### src/rtl/scprt_pkg.sv
package scprt_pkg;
   // Register bus geometry
   localparam int          ADDR_W          = 4;
   localparam int          DATA_W          = 8;
   // Register offsets
   localparam logic [3:0]  TRIM_OFFSET     = 4'h0;
   localparam logic [3:0]  PRESCALE_OFFSET = 4'h1;
   // Prescale register fields and the trim range bit
   localparam int          UNLOCK_BIT      = 7;
   localparam int          CODE_W          = 4;
   localparam logic [7:0]  UNLOCK_PATTERN  = 8'h80;
   localparam logic [7:0]  PRESCALE_MASK   = 8'h8F;
   localparam int          TRIM_RANGE_BIT  = 7;
   // Values after reset, and the largest division code
   localparam logic [3:0]  CODE_RESET_FAST = 4'h0;
   localparam logic [3:0]  CODE_RESET_DIV8 = 4'h3;
   localparam logic [3:0]  CODE_MAX        = 4'h8;
   localparam logic [7:0]  TRIM_RESET      = 8'h00;
   // Window cycle count and divider counter width
   localparam logic [2:0]  UNLOCK_CYCLES   = 3'h4;
   localparam int          DIV_CNT_W       = 8;

   // Start-up sequencing
   typedef enum logic [1:0] {SYNC_A, SYNC_B, LOAD, RUN} scprt_init_e;

   // Terminal count mask for a division code; reserved codes act as the largest
   function automatic logic [7:0] divMask(input logic [3:0] code);
      logic [3:0] eff;
      eff = (code > CODE_MAX) ? CODE_MAX : code;
      divMask = 8'(9'h001 << eff) - 8'h01;
   endfunction
endpackage

### src/rtl/scprt_div_if.sv
`timescale 1ns/100ps
// Control path between register logic and the divider
interface scprt_div_if;
   logic       run;        // Divider allowed to count
   logic       codeLoad;   // One-cycle pulse carrying a new code
   logic [3:0] codeValue;  // Code that goes with codeLoad
   logic       tick;       // System clock enable pulse
   logic [3:0] activeCode; // Code now in force

   modport ctrl (output run, output codeLoad, output codeValue,
                 input tick, input activeCode);
   modport div  (input run, input codeLoad, input codeValue,
                 output tick, output activeCode);
endinterface

### src/rtl/scprt_divider.sv
`timescale 1ns/100ps
// Power-of-two divider counted at the undivided rate
module scprt_divider #(
   parameter int CNT_W = scprt_pkg::DIV_CNT_W
) (
   input wire logic core_clk,
   input wire logic resetn,
   scprt_div_if.div divPort
);
   if (CNT_W < 8) begin : g_chk
      $error("scprt_divider: CNT_W must be at least 8");
   end

   logic [CNT_W-1:0] cnt_reg,    cnt_next;    // Count within one period
   logic             tick_reg,   tick_next;   // Enable pulse
   logic [3:0]       active_reg, active_next; // Code in force
   logic [3:0]       pcode_reg,  pcode_next;  // Code waiting for a boundary
   logic             pend_reg,   pend_next;   // A code is waiting

   // Next state: count, tick at terminal count, switch on a boundary while running
   always_comb begin
      cnt_next    = cnt_reg;
      tick_next   = 1'b0;
      active_next = active_reg;
      pcode_next  = pcode_reg;
      pend_next   = pend_reg;
      if (!divPort.run) begin
         // Held idle: a code loads at once
         cnt_next  = '0;
         pend_next = 1'b0;
         if (divPort.codeLoad) begin
            active_next = divPort.codeValue;
         end
      end else begin
         if (divPort.codeLoad) begin
            pend_next  = 1'b1;
            pcode_next = divPort.codeValue;
         end
         // Counter clocked at the source rate
         if (cnt_reg == CNT_W'(scprt_pkg::divMask(active_reg))) begin
            tick_next = 1'b1;
            cnt_next  = '0;
            // Old period completes before the new one starts
            if (pend_next) begin
               active_next = pcode_next;
               pend_next   = 1'b0;
            end
         end else begin
            cnt_next = cnt_reg + 1'b1;
         end
      end
   end

   // State registers
   always_ff @(posedge core_clk or negedge resetn) begin
      if (!resetn) begin
         cnt_reg    <= '0;
         tick_reg   <= 1'b0;
         active_reg <= scprt_pkg::CODE_RESET_FAST;
         pcode_reg  <= scprt_pkg::CODE_RESET_FAST;
         pend_reg   <= 1'b0;
      end else begin
         cnt_reg    <= cnt_next;
         tick_reg   <= tick_next;
         active_reg <= active_next;
         pcode_reg  <= pcode_next;
         pend_reg   <= pend_next;
      end
   end

   assign divPort.tick       = tick_reg;
   assign divPort.activeCode = active_reg;
endmodule

### src/rtl/scprt_unlock.sv
`timescale 1ns/100ps
// Timed change-enable window
module scprt_unlock (
   input  wire logic core_clk,
   input  wire logic resetn,
   input  wire logic unlockReq,
   input  wire logic codeAccept,
   output wire logic windowOpen
);
   logic [2:0] cnt_reg, cnt_next; // Cycles left in the window

   // Next window count
   always_comb begin
      cnt_next = cnt_reg;
      if (codeAccept) begin
         // Code written: close early
         cnt_next = 3'h0;
      end else if (unlockReq && cnt_reg == 3'h0) begin
         // Open only when closed, so no restart
         cnt_next = scprt_pkg::UNLOCK_CYCLES;
      end else if (cnt_reg != 3'h0) begin
         // Count down to timeout
         cnt_next = cnt_reg - 3'h1;
      end
   end

   // Window register
   always_ff @(posedge core_clk or negedge resetn) begin
      if (!resetn) begin
         cnt_reg <= 3'h0;
      end else begin
         cnt_reg <= cnt_next;
      end
   end

   assign windowOpen = (cnt_reg != 3'h0);
endmodule

### src/rtl/scprt_clock_ctrl.sv
// Overview of operation
// - Division switch glitch-free, never faster than both
// - Divider counts at source rate, count hidden
// - New rate within old plus one-two new
// - Reset loads factory trim value
// - Trim register writable, readable, drives oscillator
// - Top trim bit picks oscillator range
// - Low trim bits tune monotonically
// - Change-enable sets only on clean write
// - Change-enable clears after four cycles
// - Rewriting change-enable neither extends nor clears
// - Division code sets system clock ratio
// - Reset code follows divide-by-eight fuse
// - Any code accepted through protected sequence
// - Codes divide by powers of two
// - Divided clock feeds all synchronous domains
//
// The placing of the registers and the plain strobed port were decided locally.
`timescale 1ns/100ps
module scprt_clock_ctrl (
   input  wire logic       core_clk,
   input  wire logic       resetn,
   input  wire logic [3:0] regAddr,
   input  wire logic [7:0] regWdata,
   input  wire logic       regWr,
   input  wire logic       regRd,
   output wire logic [7:0] regRdata,
   input  wire logic       divideByEightFuse,
   input  wire logic [7:0] factoryTrim,
   output wire logic       sysClkEn,
   output wire logic [7:0] oscTrim,
   output wire logic       trimRangeSelect,
   output wire logic [3:0] activeDivCode
);
   ////////////////////////////////////////////////////////////////
   // Declarations
   ////////////////////////////////////////////////////////////////

   // Strap synchronisers, first and second stage
   logic       fuseS1_reg;
   logic       fuseS2_reg;
   logic [7:0] factS1_reg;
   logic [7:0] factS2_reg;

   // Start-up state
   scprt_pkg::scprt_init_e state_reg, state_next;

   // Software-visible registers
   logic [7:0] trim_reg,  trim_next;  // Oscillator trim
   logic [3:0] code_reg,  code_next;  // Division code
   logic [7:0] rdata_reg, rdata_next; // Read data

   // Decoded bus events
   logic       running;     // Start-up done
   logic       hitTrim;     // Access to trim
   logic       hitPre;      // Access to prescale
   logic       unlockReq;   // Clean change-enable write
   logic       codeAccept;  // Code write inside window
   logic       windowOpen;  // Change-enable bit
   logic       codeLoad;    // Pulse to divider
   logic [3:0] loadValue;   // Code sent with the pulse

   // Divider link
   scprt_div_if divLink ();

   ////////////////////////////////////////////////////////////////
   // Strap capture
   ////////////////////////////////////////////////////////////////

   // Two flip-flops on the fuse and factory value pins
   always_ff @(posedge core_clk or negedge resetn) begin
      if (!resetn) begin
         fuseS1_reg <= 1'b0;
         fuseS2_reg <= 1'b0;
         factS1_reg <= scprt_pkg::TRIM_RESET;
         factS2_reg <= scprt_pkg::TRIM_RESET;
      end else begin
         fuseS1_reg <= divideByEightFuse;
         fuseS2_reg <= fuseS1_reg;
         factS1_reg <= factoryTrim;
         factS2_reg <= factS1_reg;
      end
   end

   ////////////////////////////////////////////////////////////////
   // Start-up sequencer
   ////////////////////////////////////////////////////////////////

   // Wait for the synchronisers, load once, then run
   always_comb begin
      case (state_reg)
         scprt_pkg::SYNC_A: begin
            state_next = scprt_pkg::SYNC_B;
         end
         scprt_pkg::SYNC_B: begin
            state_next = scprt_pkg::LOAD;
         end
         scprt_pkg::LOAD: begin
            state_next = scprt_pkg::RUN;
         end
         scprt_pkg::RUN: begin
            state_next = scprt_pkg::RUN;
         end
         default: begin
            state_next = scprt_pkg::SYNC_A;
         end
      endcase
   end

   // Sequencer register
   always_ff @(posedge core_clk or negedge resetn) begin
      if (!resetn) begin
         state_reg <= scprt_pkg::SYNC_A;
      end else begin
         state_reg <= state_next;
      end
   end

   assign running = (state_reg == scprt_pkg::RUN);

   ////////////////////////////////////////////////////////////////
   // Bus decode
   ////////////////////////////////////////////////////////////////

   // Address match
   assign hitTrim = (regAddr == scprt_pkg::TRIM_OFFSET);
   assign hitPre  = (regAddr == scprt_pkg::PRESCALE_OFFSET);

   // Unlock only when every other bit is zero
   assign unlockReq = running && regWr && hitPre
                      && (regWdata == scprt_pkg::UNLOCK_PATTERN);

   // Code taken with change-enable zero inside the window
   assign codeAccept = running && regWr && hitPre && windowOpen
                       && !regWdata[scprt_pkg::UNLOCK_BIT];

   // Change-enable window
   scprt_unlock u_unlock (
      .core_clk   (core_clk),
      .resetn     (resetn),
      .unlockReq  (unlockReq),
      .codeAccept (codeAccept),
      .windowOpen (windowOpen)
   );

   ////////////////////////////////////////////////////////////////
   // Register file
   ////////////////////////////////////////////////////////////////

   // Next values of trim, code and read data
   always_comb begin
      trim_next  = trim_reg;
      code_next  = code_reg;
      rdata_next = 8'h00;
      if (state_reg == scprt_pkg::LOAD) begin
         // Factory trim loaded during start-up
         trim_next = factS2_reg;
         // Reset code from the fuse
         code_next = fuseS2_reg ? scprt_pkg::CODE_RESET_DIV8
                                : scprt_pkg::CODE_RESET_FAST;
      end else if (running && regWr && hitTrim) begin
         // Software trim write reaches the oscillator
         trim_next = regWdata;
      end else if (codeAccept) begin
         // Any code kept as written
         code_next = regWdata[3:0];
      end
      if (regRd) begin
         if (hitTrim) begin
            // Trim readback
            rdata_next = trim_reg;
         end else if (hitPre) begin
            // Unused bits read zero
            rdata_next = {windowOpen, 3'h0, code_reg}
                         & scprt_pkg::PRESCALE_MASK;
         end else begin
            // Unmapped reads return zero
            rdata_next = 8'h00;
         end
      end
   end

   // Register file flops
   always_ff @(posedge core_clk or negedge resetn) begin
      if (!resetn) begin
         trim_reg  <= scprt_pkg::TRIM_RESET;
         code_reg  <= scprt_pkg::CODE_RESET_FAST;
         rdata_reg <= 8'h00;
      end else begin
         trim_reg  <= trim_next;
         code_reg  <= code_next;
         rdata_reg <= rdata_next;
      end
   end

   ////////////////////////////////////////////////////////////////
   // Divider control
   ////////////////////////////////////////////////////////////////

   // Start-up load goes in directly, later codes via the boundary
   assign codeLoad  = (state_reg == scprt_pkg::LOAD) || codeAccept;
   assign loadValue = code_next;

   // Code drives the ratio
   assign divLink.run       = running;
   assign divLink.codeLoad  = codeLoad;
   assign divLink.codeValue = loadValue;

   // Divider instance
   scprt_divider #(
      .CNT_W (scprt_pkg::DIV_CNT_W)
   ) u_divider (
      .core_clk (core_clk),
      .resetn   (resetn),
      .divPort  (divLink)
   );

   ////////////////////////////////////////////////////////////////
   // Outputs
   ////////////////////////////////////////////////////////////////

   // Enable for CPU, flash, I/O and converter domains
   assign sysClkEn        = divLink.tick;
   // Range bit and tuning bits to the oscillator
   assign oscTrim         = trim_reg;
   assign trimRangeSelect = trim_reg[scprt_pkg::TRIM_RANGE_BIT];
   assign activeDivCode   = divLink.activeCode;
   assign regRdata        = rdata_reg;
endmodule

### config.mk
export PLATFORM = sky130hd
export DESIGN_NAME = scprt_clock_ctrl
export DESIGN_NICKNAME = d
export VERILOG_FILES = /design/src/rtl/scprt_pkg.sv /design/src/rtl/scprt_div_if.sv /design/src/rtl/scprt_divider.sv /design/src/rtl/scprt_unlock.sv /design/src/rtl/scprt_clock_ctrl.sv
export SDC_FILE = /design/constraint.sdc
export NUM_CORES = 1
export LEC_CHECK = 0
export BUFFER_PORTS_ARGS = -buffer_cell sky130_fd_sc_hd__clkbuf_2
export CAP_MARGIN = 20
export CORE_MARGIN = 2
export CORE_UTILIZATION = 25
export DETAILED_ROUTE_END_ITERATION = 6
export GPL_ROUTABILITY_DRIVEN = 1
export GPL_TIMING_DRIVEN = 1
export PLACE_DENSITY = 0.51
export SLEW_MARGIN = 20
export SYNTH_ARGS = -nofsm -noshare
export SYNTH_HDL_FRONTEND = slang
export SYNTH_SLANG_ARGS = --single-unit
export TNS_END_PERCENT = 1
### constraint.sdc
create_clock -name core_clk -period 2.95 [get_ports core_clk]
set_input_delay 0.1475 -clock core_clk [delete_from_list [all_inputs] [get_ports core_clk]]
set_output_delay 0.1475 -clock core_clk [all_outputs]
set_load 0.01 [all_outputs]
==> results of run 1 <==
[critical path: stages, from the launching register on]
cell and delay (ns):
dfrtp_1 0.38, or4_4 0.56, ha_1 0.27, and2_2 0.21, o211a_1 0.20, a211oi_1 0.48, o41a_4 0.27, mux2_4 0.30
[layout make-up]
type                            count  area (um^2)
Fill cell                        1071         6960
Sequential cell                    61         1530
Inverter                            8         30.0
Clock inverter                      6         70.1
Tap cell                          136          170
Clock buffer                       10          138
Timing Repair Buffer               65          398
Multi-Input combinational cell    155         1040
[per-layer routing]
layer	GRT usage [%]	share of wire, %	up-vias
met2	17.9	49	30
met5	0	0	-
met3	2.80	2.1	6
li1	-	-	950
met4	5.29	1.1	0
met1	14.7	48	926
[power by group through the flow]
stage / logic [uW] / clock network (uW) / registers [uW]
after CTS: 942 / 794 / 1140
after detailed placement: 924 / 0 / 1160
after floorplan: 662 / 0 / 1150
final: 928 / 768 / 1140
after global routing: 1050 / 832 / 1160
after global placement: 902 / 0 / 1150
[kinds of logic after synthesis]
| kind of cell | after synthesis |
|---|---|
| simple gates | 83 |
| flops | 61 |
| compound gates | 43 |
| buf+inv | 19 |
| mux | 16 |
| xor+xnor | 9 |
| fa+ha+maj | 4 |
[metrics by stage]
stage | instance area, um^2 | instances | hold WS (ns) | util [%]
CTS | 3370 | 441 | 0.0747 | 32.6
global route | 3370 | 441 | 0.111 | 32.6
floorplan | 2660 | 235 | -0.148 | -
detailed placement | 3060 | 415 | 0.257 | 29.6
global placement | 3060 | 415 | 0.245 | 29.6
finish | 3370 | 441 | 0.0914 | 32.6
[final timing paths]
kind | endpoint | cells past startpoint | start
setup / recovery | u_divider.divPort.activeCode[1]$_DFFE_PN0P_ | 7 | u_divider.divPort.activeCode[0]$_DFFE_PN0P_
max in group asynchronous | u_divider.divPort.tick$_DFF_PN0_ | 3 | resetn
setup reg to reg | u_divider.divPort.activeCode[1]$_DFFE_PN0P_ | 7 | u_divider.divPort.activeCode[0]$_DFFE_PN0P_
min in group asynchronous | fuseS1_reg$_DFF_PN0_ | 2 | resetn
hold reg to reg | factS2_reg[7]$_DFF_PN0_ | 0 | factS1_reg[7]$_DFF_PN0_
hold / removal | u_divider.pcode_reg[3]$_DFFE_PN0P_ | 3 | regWdata[3]
[layout by cell type (no fill, tap or decap), types with 5 or more instances in the layout]
cell | netlist | routed
nor2b_1 | 7 | 7
clkbuf_8 | 0 | 10
nor3_1 | 10 | 10
mux2i_1 | 12 | 12
inv_1 | 8 | 8
nand3_1 | 6 | 6
nor2_1 | 6 | 6
o21ai_0 | 17 | 17
xor2_1 | 5 | 5
nand2_1 | 26 | 26
a21oi_1 | 9 | 9
dfrtp_1 | 61 | 61
dlygate4sd3_1 | 0 | 10
clkbuf_2 | 0 | 46
buf_4 | 4 | 9
[timing repair]
| action | CTS | global route |
|---|---|---|
| hold buffers | 10 | 0 |
| endpoints found under the hold margin | 36 | 0 |
| buffers inserted | 0 | 0 |
==> reports/results.ini, run 1 <==
[sta]
setup-violations-final=0
worstMarginPinSlew_ns=0.936
final_hold_fails=0
timing.final.crit_share_pct=94.0
post_route_clock_skew_ns=0.0111
max_clock_freq_ghz=0.361
slew-limit-headroom_pct=37.1
rsz0062_at_grt=false
final_worst_path_period_need_ns=2.77
setup_slack_ns=0.177
timing.final.max_slew_violations=0
setup_tns_ns=0

[power]
power_frac_comb_pct=32.7
cell_internal_pwr_uw=1870
pwr-share-seq_pct=40.2
switching_share_pct=34.1
power.net_switching_uw=966
power_density_nw_per_um2=842
irDropWorstVdd_mv=0.324
power.leakage_uw=0.00161
power_uw=2840
portion_of_total_power_attributed_to_the_clock_network_pct=27.1

[clock_network]
cts_buffers=9
clock_path_buffers=2
cts_max_level=3
cts.sink_count=61
tritoncts_clock_tree=done
clockRootBuffer=clkbuf_8
clock_latency_ns=0.34
clk_pin_slew_ns=0.08
cts_repair_resize_count=0

[synthesis]
yosys.area_share.xor_xnor_pct=2.97
netlist_instances=235
synth.distinct_cells=46
synth_top_family_by_area=simple AND/OR/NAND/NOR gates
synth-simple-area-share_pct=16.7
synthesis.nets=264
yosys.area_share.adder_pct=1.88
post_synth.cell_area_avg_um2=11.3
synth_ff_type=dfrtp_1
async_flop_share_pct=100
netlist_top_cells_area=dfrtp_1 (57%), mux2i_1 (4.5%), nand2_1 (3.7%)
yosys_warnings=0
yosysSeqAreaShare_pct=57.4
synth-compound-area-share_pct=10.9
synth_enable_flop_cells=0
synth_seq_cells=61
yosysMostFrequentCell=dfrtp_1
post_synth_instance_area_um2=2660
synth.cells.most_frequent=dfrtp_1 (61), nand2_1 (26), o21ai_0 (17)
post-synth-top-area-cell=dfrtp_1
yosysTopAreaCellShare_pct=57.4
fraction_of_synthesized_area_in_multiplexers_pct=6.50

[route]
wl_per_cell_um=13.4
final_antenna_net_count=0
firstDrtPassIters=4
detail_route.vias_per_cell=4.34
routed_wl_mm=5.90
num_vias=1912
first_iter_violations=53
remaining_drc_errors=0

[worst_setup_path]
start_kind=register
end_kind=register
worst-endpoint-arrival_ns=2.99
setup.worst_path.class=reg -> reg
cp_max_fo=5
ff2ff_setup_slack_ns=0.18
critical_path_required_ns=3.17

[floorplan]
die-area_um2=11500
dieWidth_um=107
initial_utilization_pct=25.7
row_count=37
core_area_um2=10300
die_height_um=107
boundaryPins=47

[grt]
grt.total_usage_pct=11.4
grt_pass1_wl_mm=10.0
first_global_vias=1991
maximum_number_of_pins_on_one_net_before_global_route_repair=30
antenna_found_initial=0
global_route_overflow=0

[run]
maxCapViolations=0

[place]
dp_worst_setup_slack_ns=0.231
dp_hpwl_mm=4.30
place_congestion=0.733
port_buffers=46

[finish]
synthToLayoutAreaGrowth_pct=26.7
insertedDiodeCount=0
fin_nets=329
post_route_cells_drive_above_1_share_pct=28.2

[status]
outcome=finished, final reports clean

[min_path]
hp-class=in -> reg

Power figures use the tool's default switching activity.
==> inputs of run 2 (changes only) <==
--- a/config.mk
+++ b/config.mk
@@ -7,7 +7,7 @@
 export LEC_CHECK = 0
 export BUFFER_PORTS_ARGS = -buffer_cell sky130_fd_sc_hd__clkbuf_2
 export CAP_MARGIN = 20
-export CORE_MARGIN = 2
+export CORE_MARGIN = 1.5
 export CORE_UTILIZATION = 25
 export DETAILED_ROUTE_END_ITERATION = 6
 export GPL_ROUTABILITY_DRIVEN = 1
==> run 2 against run 1 <==
Effect of this change: cell area up 0.26%; setup slack gained 0.063 ns; core utilization increased by 0.085 points; critical path type unchanged; largest cell class unchanged; largest power group unchanged.
==> reports/results.ini, run 2 (synthesis results as in run 1) <==
[route]
first_iter_violations=105  ; was 53
routed_wl_mm=5.91  ; was 5.90 mm
final_antenna_net_count=0  ; unchanged
num_vias=1918  ; was 1912
firstDrtPassIters=4  ; unchanged
detail_route.vias_per_cell=4.37  ; was 4.34
remaining_drc_errors=0  ; unchanged
wl_per_cell_um=13.5  ; was 13.4 um

[min_path]
hp-class=in -> reg  ; unchanged
hold_path_depth=3  ; unchanged
capture_endpoint_of_the_worst_hold_path=u_divider.pcode_reg[0]$_DFFE_PN0P_  ; was u_divider.pcode_reg[3]$_DFFE_PN0P_
startpoint_of_the_lowest_slack_hold_path=regWdata[0]  ; was regWdata[3]

[finish]
most-common-layout-cells=dfrtp_1 (61), clkbuf_2 (46), nand2_1 (26), o21ai_0 (17), mux2i_1 (12)  ; unchanged
fin_nets=328  ; was 329
synthToLayoutAreaGrowth_pct=27.1  ; was 26.7%
area_taken_by_multi_input_logic_gates_um2=1040  ; unchanged
insertedDiodeCount=0  ; unchanged
regArea_um2=1530  ; unchanged
post_route_cells_drive_above_1_share_pct=27.4  ; was 28.2%
utilization_pct=32.7  ; was 32.6%
mostFrequentLayoutCell=dfrtp_1  ; unchanged
filler_cell_count=1085  ; was 1071
layout.cell_area.non_filler_um2=3380  ; was 3370 um^2

[worst_setup_path]
end_kind=register  ; unchanged
r2r_cells=7  ; unchanged
start_kind=register  ; unchanged
ff2ff_setup_slack_ns=0.24  ; was 0.18 ns
cp_max_fo=5  ; unchanged
critical_path_required_ns=3.18  ; was 3.17 ns
reg2reg_to=u_divider.divPort.activeCode[1]$_DFFE_PN0P_  ; unchanged
regToRegStartpoint=u_divider.divPort.activeCode[0]$_DFFE_PN0P_  ; unchanged
worst-endpoint-arrival_ns=2.94  ; was 2.99 ns
setup.worst_path.class=reg -> reg  ; unchanged

[floorplan]
core_area_um2=10300  ; unchanged
boundaryPins=47  ; unchanged
initial_utilization_pct=25.7  ; unchanged
die-area_um2=11300  ; was 11500 um^2
dieWidth_um=106  ; was 107 um
row_count=37  ; unchanged
die_height_um=106  ; was 107 um

[sta]
final_worst_path_period_need_ns=2.71  ; was 2.77 ns
timing.final.max_slew_violations=0  ; unchanged
worstMarginPinSlew_ns=0.952  ; was 0.936 ns
setup_tns_ns=0  ; unchanged
setup-violations-final=0  ; unchanged
max_clock_freq_ghz=0.369  ; was 0.361 GHz
final_hold_fails=0  ; unchanged
post_route_clock_skew_ns=0.00965  ; was 0.0111 ns
slew-limit-headroom_pct=36.1  ; was 37.1%
rsz0062_at_grt=false  ; unchanged
timing.final.crit_share_pct=91.8  ; was 94.0%

[power]
power_uw=2930  ; was 2840 uW
power_density_nw_per_um2=867  ; was 842 nW/um^2
power.leakage_uw=0.00163  ; was 0.00161 uW
irDropWorstVdd_mv=0.293  ; was 0.324 mV

[grt]
global_route_overflow=0  ; unchanged
antenna_found_initial=0  ; unchanged
maximum_number_of_pins_on_one_net_before_global_route_repair=42  ; was 30
grt.total_usage_pct=11.8  ; was 11.4%
first_global_vias=1957  ; was 1991
grt_pass1_wl_mm=10.0  ; about the same

[clock_network]
clock_latency_ns=0.34  ; about the same
cts_buffers=9  ; unchanged
cts_max_level=3  ; unchanged
clock_path_buffers=2  ; unchanged
clockRootBuffer=clkbuf_8  ; unchanged
clk_pin_slew_ns=0.07  ; was 0.08 ns
post-cts-setup-buffer-count=0  ; unchanged
cts_repair_resize_count=0  ; unchanged
tritoncts_clock_tree=done  ; unchanged
cts.sink_count=61  ; unchanged

[place]
dp_hpwl_mm=4.22  ; was 4.30 mm
place_congestion=0.743  ; was 0.733
placed_cell_area_um2=3050  ; was 3060 um^2
port_buffers=46  ; unchanged

[run]
maxCapViolations=0  ; unchanged

[status]
outcome=finished, final reports clean  ; unchanged

==> run 2: worst max-delay path, stage by stage, from the launching register on <==
cell and delay (ns):
dfrtp_1 0.38, or4_4 0.54, ha_1 0.27, xor2_1 0.17, xnor2_1 0.16, nand4_1 0.19, o41a_4 0.57, mux2_4 0.31
==> run 2: power breakdown <==
part,switching (uW),internal (uW)
registers,132,1010
clock network,325,519
logic,482,462
==> run 2: metrics by stage <==
stage	cells	hold slack, ns	setup slack, ns
after global routing	439	0.107	0.118
final	439	0.100	0.241
after global placement	414	0.160	0.284
after floorplan	235	-0.148	0.167
after CTS	439	0.0817	0.238
after detailed placement	414	0.174	0.250
==> run 2: how the worst max path moves through the flow <==
stage	from	to	slack [ns]	depth (start not counted)
finish	u_divider.divPort.activeCode[0]$_DFFE_PN0P_	u_divider.divPort.activeCode[1]$_DFFE_PN0P_	0.24	7
global route	u_divider.divPort.activeCode[0]$_DFFE_PN0P_	u_divider.divPort.activeCode[1]$_DFFE_PN0P_	0.12	8
CTS	u_divider.divPort.activeCode[0]$_DFFE_PN0P_	u_divider.divPort.activeCode[1]$_DFFE_PN0P_	0.24	7
detailed placement	u_divider.divPort.activeCode[0]$_DFFE_PN0P_	u_divider.divPort.activeCode[1]$_DFFE_PN0P_	0.25	7
global placement	u_divider.divPort.activeCode[0]$_DFFE_PN0P_	u_divider.divPort.activeCode[1]$_DFFE_PN0P_	0.28	7
floorplan	u_divider.divPort.activeCode[0]$_DFFE_PN0P_	u_divider.divPort.activeCode[0]$_DFFE_PN0P_	0.17	8
==> run 2: final cells by class <==
cell class / count / share of cell area, %
clock buffers: 12 / 4.59
clock inverters: 3 / 2.04
inverters: 8 / 0.889
multi-input cells: 155 / 30.7
flip-flops and latches: 61 / 45.2
well taps: 136 / 5.04
repair buffers: 64 / 11.6
==> run 2: layer usage <==
metal | global-route usage [%] | share of wire, % | wire length (um)
met1 | 14.7 | 47 | 2780
met3 | 2.94 | 2.5 | 148
met5 | 0 | 0 | 0
met2 | 19.0 | 49 | 2880
met4 | 5.98 | 1.8 | 107
==> run 2: what timing repair did <==
item	CTS	global route
endpoints found under the hold margin	29	0
endpoints found under the setup margin	0	0
hold buffers	10	0
==> inputs of run 3 (changes only) <==
--- a/config.mk
+++ b/config.mk
@@ -8,11 +8,12 @@
 export BUFFER_PORTS_ARGS = -buffer_cell sky130_fd_sc_hd__clkbuf_2
 export CAP_MARGIN = 20
 export CORE_MARGIN = 1.5
-export CORE_UTILIZATION = 25
+export CORE_UTILIZATION = 35
 export DETAILED_ROUTE_END_ITERATION = 6
 export GPL_ROUTABILITY_DRIVEN = 1
 export GPL_TIMING_DRIVEN = 1
-export PLACE_DENSITY = 0.51
+export PLACE_DENSITY = 0.63
+export SKIP_LAST_GASP = 1
 export SLEW_MARGIN = 20
 export SYNTH_ARGS = -nofsm -noshare
 export SYNTH_HDL_FRONTEND = slang
==> run 3 against run 2 <==
Effect of this change: critical path depth is the same; largest power group unchanged; fmax decreased by 0.12%; highest routed layer unchanged; via count down 0.16%; critical endpoint is now u_divider.divPort.activeCode[0]$_DFFE_PN0P_; sequential cell count stayed put.
==> reports/results.ini, run 3 (synthesis results as in run 1) <==
[status]
outcome=finished, final reports clean  ; unchanged

[finish]
fin_nets=327  ; was 328
most-common-layout-cells=dfrtp_1 (61), clkbuf_2 (46), nand2_1 (26), o21ai_0 (17), mux2i_1 (12)  ; unchanged
filler_cell_count=741  ; was 1085
insertedDiodeCount=0  ; unchanged
synthToLayoutAreaGrowth_pct=24.2  ; was 27.1%
finish.cell_count_without_fillers=402  ; was 439
utilization_pct=45.3  ; was 32.7%
mostFrequentLayoutCell=dfrtp_1  ; unchanged
post_route_cells_drive_above_1_share_pct=27.7  ; was 27.4%

[worst_setup_path]
worst-endpoint-arrival_ns=2.93  ; was 2.94 ns
critical_path_required_ns=3.17  ; was 3.18 ns
worstPathBufferInverterCount=0  ; unchanged
crit_slowest_cell=o41a_4  ; unchanged
end_kind=register  ; unchanged
cp_max_fo=5  ; unchanged
setup.worst_path.class=reg -> reg  ; unchanged
start_kind=register  ; unchanged
regToRegStartpoint=u_divider.divPort.activeCode[0]$_DFFE_PN0P_  ; unchanged
cp-startpoint=u_divider.divPort.activeCode[0]$_DFFE_PN0P_  ; unchanged
critPathTopFamily=simple AND/OR/NAND/NOR gates  ; unchanged
max_stage_delay_ns=0.57  ; about the same
critical_path.cell_chain=or4_4 -> ha_1 -> xor2_1 -> xnor2_1 -> nand4_1 -> o41a_4 -> mux2_4  ; unchanged

[grt]
first_global_vias=1942  ; was 1957
maximum_number_of_pins_on_one_net_before_global_route_repair=59  ; was 42
grt_pass1_wl_mm=9.56  ; was 10.0 mm
grt.total_usage_pct=14.9  ; was 11.8%
antenna_found_initial=0  ; unchanged
global_route_overflow=0  ; unchanged

[clock_network]
cts_buffers=9  ; unchanged
cts_hold_buffers=10  ; unchanged
tritoncts_clock_tree=done  ; unchanged
clk_pin_slew_ns=0.07  ; about the same
clock_latency_ns=0.33  ; was 0.34 ns
cts.sink_count=61  ; unchanged
cts_max_level=3  ; unchanged
clock_path_buffers=2  ; unchanged
clockRootBuffer=clkbuf_8  ; unchanged
post-cts-setup-buffer-count=0  ; unchanged
cts_repair_resize_count=0  ; unchanged

[route]
final_antenna_net_count=0  ; unchanged
firstDrtPassIters=4  ; unchanged
num_vias=1915  ; was 1918
wl_per_cell_um=13.8  ; was 13.5 um
routed_wl_mm=5.56  ; was 5.91 mm
first_iter_violations=73  ; was 105
remaining_drc_errors=0  ; unchanged
detail_route.vias_per_cell=4.76  ; was 4.37

[sta]
max_clock_freq_ghz=0.369  ; about the same
setup-violations-final=0  ; unchanged
worstMarginPinSlew_ns=0.744  ; was 0.952 ns
setup_tns_ns=0  ; unchanged
final_worst_path_period_need_ns=2.71  ; about the same
setup_slack_ns=0.237  ; was 0.241 ns
rsz0062_at_grt=false  ; unchanged
post_route_clock_skew_ns=0.00636  ; was 0.00965 ns
timing.final.max_slew_violations=0  ; unchanged
timing.final.crit_share_pct=92.0  ; was 91.8%
final_hold_fails=0  ; unchanged
slew-limit-headroom_pct=50.0  ; was 36.1%

[place]
dp_hpwl_mm=3.93  ; was 4.22 mm
place_congestion=0.775  ; was 0.743
dp_worst_setup_slack_ns=0.244  ; was 0.250 ns
port_buffers=46  ; unchanged
post_place_cells=376  ; was 414

[power]
power_density_nw_per_um2=855  ; was 867 nW/um^2
power.leakage_uw=0.00161  ; was 0.00163 uW
irDropWorstVdd_mv=0.335  ; was 0.293 mV

[floorplan]
dieWidth_um=90.1  ; was 106 um
core_area_um2=7290  ; was 10300 um^2
initial_utilization_pct=36.4  ; was 25.7%
boundaryPins=47  ; unchanged
row_count=31  ; was 37
die-area_um2=8120  ; was 11300 um^2
die_height_um=90.1  ; was 106 um

[min_path]
startpoint_of_the_lowest_slack_hold_path=regWdata[3]  ; was regWdata[0]
hp-class=in -> reg  ; unchanged

[run]
maxCapViolations=0  ; unchanged

-- run 3: layout make-up --
class | instances | area, um^2 | area share, %
inverters | 8 | 30.0 | 0.910
flip-flops and latches | 61 | 1530 | 46.2
repair buffers | 63 | 383 | 11.6
multi-input cells | 155 | 1040 | 31.4
clock inverters | 7 | 77.6 | 2.35
well taps | 99 | 124 | 3.75
clock buffers | 9 | 124 | 3.75
-- run 3: path summary, 6_finish.rpt --
path / endpoint / slack [ns] / cells after the start
max: u_divider.divPort.activeCode[0]$_DFFE_PN0P_ / 0.24 / 7
min: code_reg[3]$_DFF_PN0_ / 0.1 / 3
min in group asynchronous: regRdata[3]$_DFF_PN0_ / 0.15 / 2
max reg2reg: u_divider.divPort.activeCode[0]$_DFFE_PN0P_ / 0.24 / 7
max in group asynchronous: regRdata[4]$_DFF_PN0_ / 1.90 / 3
min reg2reg: factS2_reg[7]$_DFF_PN0_ / 0.35 / 0
-- run 3: metrics by stage --
step	hold WS [ns]	power, uW	instance area [um^2]
CTS	0.0719	2850	3300
finish	0.0996	2820	3300
global placement	-0.0473	2050	3000
global route	0.107	3030	3300
floorplan	-0.148	1810	2660
detailed placement	-0.0493	2080	3000
-- run 3: power breakdown --
part	switching (uW)	internal [uW]	total, uW
clock	348	400	748
sequential	135	1010	1140
combinational	477	455	932
-- run 3: worst reg2reg max path: stages (launching register included) --
cell and delay (ns):
dfrtp_1 0.38, or4_4 0.55, ha_1 0.27, xor2_1 0.17
xnor2_1 0.16, nand4_1 0.19, o41a_4 0.57, mux2_4 0.31
-- run 3: metal layers --
metal	up-vias	GRT usage (%)	wire length, um
li1	952	-	-
met1	920	19.6	2640
met2	38	23.1	2650
met3	5	4.74	222
met4	0	5.16	49
met5	-	0	0
